`src/inc/arw_pkg.sv`:
```
`default_nettype none
package arw_pkg;
  // Bus and data widths
  localparam int ADDR_W = 4;
  localparam int DATA_W = 8;
  localparam int RES_W = 12;

  // Register offsets
  localparam logic [ADDR_W-1:0] CTRL_OFS = 4'h0;
  localparam logic [ADDR_W-1:0] CFG_OFS = 4'h1;
  localparam logic [ADDR_W-1:0] RES_LOW_OFS = 4'h2;
  localparam logic [ADDR_W-1:0] RES_HIGH_OFS = 4'h3;
  localparam logic [ADDR_W-1:0] WAKE_CTRL_OFS = 4'h4;
  localparam logic [ADDR_W-1:0] IRQ_STAT_OFS = 4'h5;
  localparam logic [ADDR_W-1:0] IRQ_EN_OFS = 4'h6;
  localparam logic [ADDR_W-1:0] IRQ_CLR_OFS = 4'h7;

  // Control register fields
  localparam int CTRL_EN_BIT = 7;
  localparam int CTRL_START_BIT = 6;
  localparam int CTRL_DONE_BIT = 5;
  localparam int CTRL_IRQ_EN_BIT = 4;
  // Configuration register fields
  localparam int CFG_LEN_BIT = 7;
  localparam int CFG_ALIGN_BIT = 6;
  // Wakeup control register fields
  localparam int WAKE_EN_BIT = 7;
  localparam int WAKE_FLAG_BIT = 6;
  // Interrupt status, enable and clear layout
  localparam int IRQ_DONE_BIT = 0;
  localparam int IRQ_WAKE_BIT = 1;

  localparam logic [DATA_W-1:0] REG_RST = 8'h00;
  localparam logic [1:0] IRQ_MASK_RST = 2'h0;

  typedef enum logic [0:0] {
    ARW_IDLE = 1'b0,
    ARW_BUSY = 1'b1
  } arw_state_t;
endpackage
`default_nettype wire

```
`src/inc/arw_conv_if.sv`:
```
`timescale 1ns/1ns
`default_nettype none
interface arw_conv_if;
  logic start;
  logic abort;
  logic align;
  logic length;
  logic busy;
  logic done;
  logic [arw_pkg::DATA_W-1:0] res_high;
  logic [arw_pkg::DATA_W-1:0] res_low;

  modport ctl (output start, output abort, output align, output length,
               input busy, input done, input res_high, input res_low);
  modport seq (input start, input abort, input align, input length,
               output busy, output done, output res_high, output res_low);
endinterface
`default_nettype wire

```
`src/hdl/arw_conv_seq.sv`:
```
`timescale 1ns/1ns
`default_nettype none
module arw_conv_seq (
  input wire logic clk_sys_i,
  input wire logic sys_rst_i,
  input wire logic conv_done_i,
  input wire logic [arw_pkg::RES_W-1:0] conv_data_i,
  arw_conv_if.seq cif
);
  arw_pkg::arw_state_t state, next_state;
  logic done_s1, done_s2, done_s3;
  logic next_done_s1, next_done_s2, next_done_s3;
  logic [arw_pkg::RES_W-1:0] data_s1, data_s2, next_data_s1, next_data_s2;
  logic [arw_pkg::DATA_W-1:0] res_high, res_low, next_res_high, next_res_low;
  logic done_p, next_done_p;
  logic [15:0] fmt;

  // Places a 12-bit sample into the high and low result bytes
  function automatic logic [15:0] arw_format(input logic [11:0] d, input logic align,
                                             input logic len);
    logic [15:0] r;
    r = 16'h0000;
    if (!align && !len)
      r = {d[11:4], 4'h0, d[3:0]};
    else if (!align && len)
      r = {d[11:4], 6'h00, d[3:2]};
    else if (align && !len)
      r = {4'h0, d[11:8], d[7:0]};
    else
      r = {6'h00, d[11:10], d[9:2]};
    return r;
  endfunction

  always_comb
  begin
    next_done_s1 = conv_done_i;
    next_done_s2 = done_s1;
    next_done_s3 = done_s2;
    next_data_s1 = conv_data_i;
    next_data_s2 = data_s1;
    next_state = state;
    next_done_p = 1'h0;
    next_res_high = res_high;
    next_res_low = res_low;
    fmt = arw_format(data_s2, cif.align, cif.length);
    case (state)
      arw_pkg::ARW_IDLE:
        if (cif.start)
          next_state = arw_pkg::ARW_BUSY;
      arw_pkg::ARW_BUSY:
        if (cif.abort)
          next_state = arw_pkg::ARW_IDLE;
        else if (done_s2 && !done_s3)
        begin
          next_state = arw_pkg::ARW_IDLE;
          next_done_p = 1'h1;
          next_res_high = fmt[15:8];
          next_res_low = fmt[7:0];
        end
      default:
        next_state = arw_pkg::ARW_IDLE;
    endcase
  end

  always_ff @(posedge clk_sys_i)
  begin
    if (sys_rst_i)
    begin
      state <= arw_pkg::ARW_IDLE;
      done_s1 <= 1'h0;
      done_s2 <= 1'h0;
      done_s3 <= 1'h0;
      data_s1 <= 12'h000;
      data_s2 <= 12'h000;
      done_p <= 1'h0;
      res_high <= arw_pkg::REG_RST;
      res_low <= arw_pkg::REG_RST;
    end
    else
    begin
      state <= next_state;
      done_s1 <= next_done_s1;
      done_s2 <= next_done_s2;
      done_s3 <= next_done_s3;
      data_s1 <= next_data_s1;
      data_s2 <= next_data_s2;
      done_p <= next_done_p;
      res_high <= next_res_high;
      res_low <= next_res_low;
    end
  end

  assign cif.busy = (state == arw_pkg::ARW_BUSY);
  assign cif.done = done_p;
  assign cif.res_high = res_high;
  assign cif.res_low = res_low;
endmodule
`default_nettype wire

```
`src/hdl/arw_adc_ctrl.sv`:
```
// Behaviour
// - Alignment 0: top eight result bits in high byte, rest in low byte bits 3:0 (length 0) or 1:0 (length 1).
// - Alignment 1: top four or two bits in high byte 3:0, low eight in low byte.
// - Writing 1 to the start bit, with the enable bit 1 in the same write, begins a conversion.
// - Completion shows as start bit 0 or done flag 1; interrupt if enabled.
// - Hardware sets wakeup flag bit 6 on a wakeup event; software clears it.
// - Wakeup flag interrupt uses the same output as conversion completion.
// - With the wakeup module disabled the wakeup flag stays 0.
// - Start bit clears at completion; writing 0 during conversion aborts it.
// - While the done flag is 1, setting the start bit starts nothing.
// - Length setting 1 keeps only the top ten of twelve bits.
`timescale 1ns/1ns
`default_nettype none
module arw_adc_ctrl (
  input wire logic clk_sys_i,
  input wire logic sys_rst_i,
  input wire logic [arw_pkg::ADDR_W-1:0] reg_addr_i,
  input wire logic [arw_pkg::DATA_W-1:0] reg_wdata_i,
  input wire logic reg_wr_i,
  input wire logic reg_rd_i,
  output logic [arw_pkg::DATA_W-1:0] reg_rdata_o,
  input wire logic conv_done_i,
  input wire logic [arw_pkg::RES_W-1:0] conv_data_i,
  input wire logic wake_evt_i,
  output logic conv_enable_o,
  output logic conv_run_o,
  output logic wake_enable_o,
  output logic irq_o
);
  arw_conv_if cif ();

  logic conv_en, next_conv_en;
  logic start_bit, next_start_bit;
  logic done_flag, next_done_flag;
  logic irq_en, next_irq_en;
  logic len_sel, next_len_sel;
  logic align_sel, next_align_sel;
  logic [arw_pkg::DATA_W-1:0] result_low, next_result_low;
  logic [arw_pkg::DATA_W-1:0] result_high, next_result_high;
  logic done_pend, next_done_pend;
  logic wake_en, next_wake_en;
  logic wake_flag, next_wake_flag;
  logic [1:0] irq_mask, next_irq_mask;
  logic [arw_pkg::DATA_W-1:0] rdata, next_rdata;
  logic irq, next_irq;
  logic wake_s1, wake_s2, wake_s3;
  logic next_wake_s1, next_wake_s2, next_wake_s3;
  logic wr_ctrl, sw_start, sw_abort, wake_edge, clr_done, clr_wake;
  logic [1:0] status;

  arw_conv_seq u_seq (
    .clk_sys_i(clk_sys_i),
    .sys_rst_i(sys_rst_i),
    .conv_done_i(conv_done_i),
    .conv_data_i(conv_data_i),
    .cif(cif)
  );

  // True when a register write hits the given offset
  function automatic logic arw_hit(input logic wr, input logic [3:0] addr,
                                   input logic [3:0] ofs);
    return wr && (addr == ofs);
  endfunction

  assign status = {wake_flag, done_flag};
  assign cif.start = sw_start;
  assign cif.abort = sw_abort;
  assign cif.align = align_sel;
  assign cif.length = len_sel;

  // Conversion control, results and flags
  always_comb
  begin
    next_conv_en = conv_en;
    next_start_bit = start_bit;
    next_done_flag = done_flag;
    next_irq_en = irq_en;
    next_len_sel = len_sel;
    next_align_sel = align_sel;
    next_result_low = result_low;
    next_result_high = result_high;
    next_wake_en = wake_en;
    next_wake_flag = wake_flag;
    next_irq_mask = irq_mask;
    next_wake_s1 = wake_evt_i;
    next_wake_s2 = wake_s1;
    next_wake_s3 = wake_s2;
    wake_edge = wake_s2 && !wake_s3;
    wr_ctrl = arw_hit(reg_wr_i, reg_addr_i, arw_pkg::CTRL_OFS);
    // A start needs the converter enabled and the previous done flag cleared
    sw_start = wr_ctrl && reg_wdata_i[arw_pkg::CTRL_START_BIT] && !start_bit
               && reg_wdata_i[arw_pkg::CTRL_EN_BIT] && !done_flag && !done_pend;
    // Writing 0 to the start bit, or disabling the converter, stops a conversion
    sw_abort = wr_ctrl && start_bit && (!reg_wdata_i[arw_pkg::CTRL_START_BIT]
               || !reg_wdata_i[arw_pkg::CTRL_EN_BIT]);
    clr_done = (wr_ctrl && !reg_wdata_i[arw_pkg::CTRL_DONE_BIT])
               || (arw_hit(reg_wr_i, reg_addr_i, arw_pkg::IRQ_CLR_OFS)
                   && reg_wdata_i[arw_pkg::IRQ_DONE_BIT]);
    clr_wake = (arw_hit(reg_wr_i, reg_addr_i, arw_pkg::WAKE_CTRL_OFS)
                && !reg_wdata_i[arw_pkg::WAKE_FLAG_BIT])
               || (arw_hit(reg_wr_i, reg_addr_i, arw_pkg::IRQ_CLR_OFS)
                   && reg_wdata_i[arw_pkg::IRQ_WAKE_BIT]);
    next_done_pend = cif.done;

    if (wr_ctrl)
    begin
      next_conv_en = reg_wdata_i[arw_pkg::CTRL_EN_BIT];
      next_irq_en = reg_wdata_i[arw_pkg::CTRL_IRQ_EN_BIT];
    end
    if (sw_start)
      next_start_bit = 1'h1;
    if (sw_abort || done_pend)
      next_start_bit = 1'h0;
    if (arw_hit(reg_wr_i, reg_addr_i, arw_pkg::CFG_OFS))
    begin
      next_len_sel = reg_wdata_i[arw_pkg::CFG_LEN_BIT];
      next_align_sel = reg_wdata_i[arw_pkg::CFG_ALIGN_BIT];
    end
    if (arw_hit(reg_wr_i, reg_addr_i, arw_pkg::RES_LOW_OFS))
      next_result_low = reg_wdata_i;
    if (arw_hit(reg_wr_i, reg_addr_i, arw_pkg::RES_HIGH_OFS))
      next_result_high = reg_wdata_i;
    // Both bytes load in the same edge; the flag follows one cycle later
    if (cif.done)
    begin
      next_result_low = cif.res_low;
      next_result_high = cif.res_high;
    end
    if (clr_done)
      next_done_flag = 1'h0;
    if (done_pend)
      next_done_flag = 1'h1;
    if (arw_hit(reg_wr_i, reg_addr_i, arw_pkg::WAKE_CTRL_OFS))
      next_wake_en = reg_wdata_i[arw_pkg::WAKE_EN_BIT];
    if (clr_wake)
      next_wake_flag = 1'h0;
    if (wake_edge && wake_en)
      next_wake_flag = 1'h1;
    if (arw_hit(reg_wr_i, reg_addr_i, arw_pkg::IRQ_EN_OFS))
      next_irq_mask = reg_wdata_i[1:0];
    // One request line for both events, gated by the converter interrupt enable
    next_irq = irq_en && |(status & irq_mask);
  end

  // Register read port
  always_comb
  begin
    next_rdata = arw_pkg::REG_RST;
    if (reg_rd_i)
    begin
      case (reg_addr_i)
        arw_pkg::CTRL_OFS:
          next_rdata = {conv_en, start_bit, done_flag, irq_en, 4'h0};
        arw_pkg::CFG_OFS:
          next_rdata = {len_sel, align_sel, 6'h00};
        arw_pkg::RES_LOW_OFS:
          next_rdata = result_low;
        arw_pkg::RES_HIGH_OFS:
          next_rdata = result_high;
        arw_pkg::IRQ_STAT_OFS:
          next_rdata = {6'h00, status};
        arw_pkg::IRQ_EN_OFS:
          next_rdata = {6'h00, irq_mask};
        default:
          next_rdata = arw_pkg::REG_RST;
      endcase
    end
  end

  always_ff @(posedge clk_sys_i)
  begin
    if (sys_rst_i)
    begin
      conv_en <= 1'h0;
      start_bit <= 1'h0;
      done_flag <= 1'h0;
      irq_en <= 1'h0;
      len_sel <= 1'h0;
      align_sel <= 1'h0;
      result_low <= arw_pkg::REG_RST;
      result_high <= arw_pkg::REG_RST;
      done_pend <= 1'h0;
      wake_en <= 1'h0;
      wake_flag <= 1'h0;
      irq_mask <= arw_pkg::IRQ_MASK_RST;
      wake_s1 <= 1'h0;
      wake_s2 <= 1'h0;
      wake_s3 <= 1'h0;
      rdata <= arw_pkg::REG_RST;
      irq <= 1'h0;
    end
    else
    begin
      conv_en <= next_conv_en;
      start_bit <= next_start_bit;
      done_flag <= next_done_flag;
      irq_en <= next_irq_en;
      len_sel <= next_len_sel;
      align_sel <= next_align_sel;
      result_low <= next_result_low;
      result_high <= next_result_high;
      done_pend <= next_done_pend;
      wake_en <= next_wake_en;
      wake_flag <= next_wake_flag;
      irq_mask <= next_irq_mask;
      wake_s1 <= next_wake_s1;
      wake_s2 <= next_wake_s2;
      wake_s3 <= next_wake_s3;
      rdata <= next_rdata;
      irq <= next_irq;
    end
  end

  assign reg_rdata_o = rdata;
  assign conv_enable_o = conv_en;
  assign conv_run_o = cif.busy;
  assign wake_enable_o = wake_en;
  assign irq_o = irq;
endmodule
`default_nettype wire

```
`config.mk`:
```
export PLATFORM = sky130hd
export DESIGN_NAME = arw_adc_ctrl
export DESIGN_NICKNAME = d
export VERILOG_FILES = /design/src/inc/arw_pkg.sv /design/src/inc/arw_conv_if.sv /design/src/hdl/arw_conv_seq.sv /design/src/hdl/arw_adc_ctrl.sv
export SDC_FILE = /design/constraint.sdc
export NUM_CORES = 1
export LEC_CHECK = 0
export BUFFER_PORTS_ARGS = -buffer_cell sky130_fd_sc_hd__clkbuf_2
export CORE_ASPECT_RATIO = 0.7
export CORE_UTILIZATION = 50
export CTS_BUF_LIST = sky130_fd_sc_hd__clkbuf_2 sky130_fd_sc_hd__clkbuf_4 sky130_fd_sc_hd__clkbuf_8
export DETAILED_ROUTE_END_ITERATION = 10
export PLACE_DENSITY = 0.76
export SYNTH_ARGS = -nofsm -noshare
export SYNTH_HDL_FRONTEND = slang
export SYNTH_SLANG_ARGS = --single-unit
```
`constraint.sdc`:
```
create_clock -name clk_sys_i -period 1.7 [get_ports clk_sys_i]
set_input_delay 0.085 -clock clk_sys_i [delete_from_list [all_inputs] [get_ports clk_sys_i]]
set_output_delay 0.085 -clock clk_sys_i [all_outputs]
set_load 0.03 [all_outputs]
```
# After elaboration in Yosys (flattened, before gate mapping)
# Index checks and enable logic that the tools add are counted.
# op_classes
eq_ne	7
n_mux	17
n_bitwise	4
reduce_logical	49
# ops
op	count
case mux 8 bit (6 select lines)	1
two-way mux 16 bit	2
two-way mux 8 bit	4
logical AND 1 bit	25
== test 4 x 3 -> 1 bit, second input constant	4
two-way mux 12 bit	1
logical NOT 1 bit	10
== test 4 x 2 -> 1 bit, second input constant	2
two-way mux 1 bit	8
nonzero test 2 bit	4
OR reduction 2 bit	3
== test 4 x 1 -> 1 bit, second input constant	1
logical NOT 4 bit	1
logical OR 1 bit	4
NOT 1 bit	3
AND reduction 3 bit	1
OR reduction 3 bit	1
AND 2 bit	1
case mux 1 bit (2 select lines)	1
# word_totals
ff_bits	84
in_bits	30
elab_cells	103

# Depth between registers and ports, before layout
# logic_depth
ltp_word	9
ltp_mapped	5
mapped_depth_nobuf	3

# By module
# Synthesis repeated with hierarchy kept, for this count alone.
# hier_totals
cells_unflattened	341
area_unflattened_um2	3459.6
# modules_own_cells
module	instances	cells_per_inst	area_per_inst_um2	seq_area_each_um2
arw_adc_ctrl	1	199	1861.8	780.7
arw_conv_seq	1	142	1597.8	900.9

# Worst setup path before layout
# No wires, ideal clock.
# synth_timing
kind	input to register
from	input reg_addr_i[3] (netlist name)
to	register start_bit
setup_time_ps	103
arrival_ps	1446
path_slack_ps	150
path_stages	4
path_cell_list	or3b_1 buf_2 or4_4 a2111oi_2
# synth_via
elab_chain_cells	7
word_cells_on_any_way	11
cone_classes	reduce/logical (11)
# synth_rtl
item	line	rtl
start, declared	arw_adc_ctrl.sv:17	input wire logic [arw_pkg::ADDR_W-1:0] reg_addr_i,
logical NOT 4 bit (*)	arw_adc_ctrl.sv:62	return wr && (addr == ofs);
logical AND 1 bit (*)	arw_adc_ctrl.sv:62	
logical AND 1 bit (2 in series)	arw_adc_ctrl.sv:91	sw_start = wr_ctrl && reg_wdata_i[arw_pkg::CTRL_START_BIT] && !start_bit
logical AND 1 bit (3 in series)	arw_adc_ctrl.sv:92	&& reg_wdata_i[arw_pkg::CTRL_EN_BIT] && !done_flag && !done_pend;
end signal, assigned	arw_adc_ctrl.sv:195	start_bit <= next_start_bit;
end, declared	arw_adc_ctrl.sv:33	logic start_bit, next_start_bit;
# Mark *: on every way between the ends. The rest lies on a longest branch, timed or not.
# A chain may end at the register's enable or synchronous reset.

# Worst setup path in the final report
# layout_timing
from	register done_flag
to	register start_bit
# layout_via
elab_chain_cells	3
# layout_rtl
item	line	rtl
start, declared	arw_adc_ctrl.sv:34	logic done_flag, next_done_flag;
start signal, assigned	arw_adc_ctrl.sv:196	done_flag <= next_done_flag;
logical NOT 1 bit	arw_adc_ctrl.sv:92	
logical AND 1 bit (2 in series)	arw_adc_ctrl.sv:92	
# No other way between the ends.

==> key figures <==
Outcome
  – Outcome: completed

Placed design
  – HPWL Detailed: 5533 um
  – Worst slack at placement: 0.07994 ns
  – Placed instance count: 490
  – DP Area: 3933 um2
  – GP Congestion: 0.8635
  – IO buf count: 41

GRT
  – Grt ovf: 0
  – First-pass GRT wire length: 12,770 um
  – Vias in the first global route: 2,662
  – Tot GR Track Use: 22.90%
  – Initial antenna violation count: 0
  – Largest net degree at the start of global routing: 32

Detailed routing
  – Via density: 5.494
  – Drt first pass iters: 5
  – Detail Route Antenna Nets: 0
  – Drt total wl: 7751 um
  – # DRC: 0
  – Vias: 2,868
  – DR WL/cell: 14.85 um
  – Starting DRC count in detailed routing: 308

Setup path
  – CP Max Fanout: 5
  – Startpoint types: register
  – Worst path required time: 1.96 ns
  – Crit end category: register
  – Setup slack, reg-to-reg: 0.06 ns
  – WP data arrival: 1.90 ns
  – Path depth of the worst reg2reg path: 3
  – Critical path class: register to register
  – R2r endpoint: start_bit
  – Reg-to-Reg Start: done_flag

Synth
  – Mapped Nets: 387
  – Syn_area_per_cell: 9.817 um2
  – Synthesis-stage register bit count: 84
  – Synth cell count leaders: dfxtp_1 (84), nor2b_1 (56), clkbuf_1 (23), nor2_1 (22)
  – Main synth FF type: dfxtp_1
  – Synth warn: 0
  – Top cell type's share of synthesized area: 47.98%
  – Ranking of synthesized cells by area: dfxtp_1 (48%), nor2b_1 (10%), mux2i_1 (5.1%)
  – Ys async rst share: 0%
  – Sequential area share after synthesis: 47.98%
  – Count leader, synth: dfxtp_1
  – Largest area contributor in the netlist: dfxtp_1
  – Synth Cell Area: 3505 um2
  – Synth cell types: 41
  – Gate Count Post-Synth: 357
  – Number of synthesized flops with an enable pin: 0

Floorplan
  – Die Y: 72.05 um
  – FP Rows: 25
  – Core area: 6756 um2
  – Starting density of the core: 51.87%
  – Die area: 7353 um2
  – I/O pin cnt: 42
  – Die W: 102.1 um

CTS
  – CTS Sinks: 84
  – Clk_lat worst skew: 0.36 ns
  – Worst-case clock buffer depth: 2
  – Clk root buf: clkbuf_8
  – CTS tree: built
  – CTS resizes: 0
  – CTS buffer count: 9
  – H-tree Lvls: 3
  – Clk slew on worst S/H paths: 0.09 ns

Power
  – Pwr dens: 880.7 nW/um2
  – VDD IR-drop max: 690.7 uV
  – Total design power: 3787 uW
  – Leakage: 0.001699 uW

STA
  – Worst-Margin Slew: 0.6267 ns
  – Relative slew slack: 58.16%
  – Endpoints failing setup: 0
  – Fmax: 0.6102 GHz
  – Final min period: 1.639 ns
  – Fin crit share: 96.40%
  – Fin Setup TNS: 0 ns
  – Setup Skew: 0.006375 ns
  – Final hold violations: 0
  – Worst setup margin: 0.06115 ns
  – RSZ-0062 raised after global routing: false
  – Fin. max-slew vios: 0

Cells and area
  – Final nets: 453
  – Antenna diodes: 0
  – Layout cells sized above 1: 24.77%
  – Design Area, Final: 4300 um2
  – Synth-to-layout area growth: 22.71%
  – Layout Cells excl Fill: 522

Worst hold path
  – Hold Crit Start: reg_rd_i
  – Hold Crit Endpoint: reg_rdata_o[4]
  – Hold path depth: 3
  – Hold Path Class: primary input to register

Run
  – Max-cap violation count: 0
==> critical path, stage by stage, from the launching register on <==
cell       delay [ns]
dfxtp_1          0.37
or3_1            0.39
or4_4            0.44
a2111oi_2        0.35
==> placed cells by master, fill, tap and decap left out, drive strengths merged, types with 2 or more instances in the layout <==
cell	count
a21oi	13
nand3	10
a2bb2oi	2
and2	4
buf	26
nor3b	2
clkinv	2
dlygate4sd3	16
nand2b	17
nor2b	56
mux2i	18
nor2	22
mux4	2
nand3b	5
mux2	12
a211o	2
nand2	8
inv	6
dfxtp	84
clkbuf	50
and3b	6
a2111oi	17
or3b	5
a211oi	18
o21ai	10
==> sequential cells by signal, summed over array words and instances, names as in the netlist, 2 cells and up <==
register and flops:
irq_mask 2, reg_rdata_o 8, result_high 8, result_low 8, u_seq.cif.res_high 8, u_seq.cif.res_low 8
u_seq.data_s1 12, u_seq.data_s2 12
==> per-layer routing <==
metal / global-route usage, % / routed length, um / vias up
li1: - / - / 1397
met1: 32.46 / 3719 / 1344
met2: 32.36 / 3262 / 116
met3: 8.092 / 719 / 11
met4: 7.460 / 50 / 0
met5: 0 / 0 / -
==> power by group <==
group | switching (uW) | internal (uW) | leakage (uW)
Clock | 769 | 704 | 0.000102
Combinational | 140 | 143 | 0.000913
Sequential | 21.6 | 2010 | 0.000684
==> layout make-up <==
type | count | area [um2]
Clock buffer | 9 | 123.9
Clock inverter | 7 | 83.83
Fill cell | 571 | 2456
Inverter | 3 | 11.26
Multi-Input combinational cell | 242 | 1709
Sequential cell | 84 | 1682
Tap cell | 94 | 117.6
Timing Repair Buffer | 83 | 573.1
==> per-stage QoR <==
stage,hold WS (ns),util [%]
3_3_place_gp,0.2958,58.20
6_report,0.02015,63.65
3_5_place_dp,0.2995,58.20
5_1_grt,0.03307,63.65
4_1_cts,0.0003429,63.65
2_1_floorplan,0.2132,-
==> what timing repair did <==
item                      in CTS  in global routing
hold endpoints to repair      16                  0
buffers inserted               0                  0
hold buffers                  16                  0
==> kinds of logic (layout without fill, tap and decap cells) <==
family	after synthesis	count (layout)	share of synthesized area, %
simple gates	142	142	24.28
flops	84	84	47.98
compound gates	68	68	14.07
mux	32	32	10.28
buf+inv	31	102	3.392
==> worst max-delay path by stage <==
stage	slack, ns	start	cells after the start	to
after floorplan	0.15	reg_addr_i[3]	4	start_bit
final	0.06	done_flag	3	start_bit
after global routing	0.01	done_flag	3	start_bit
after global placement	0.1	reg_addr_i[3]	4	start_bit
after CTS	0.07	done_flag	3	start_bit
after detailed placement	0.08	reg_addr_i[3]	4	start_bit
Power figures use the tool's default switching activity.
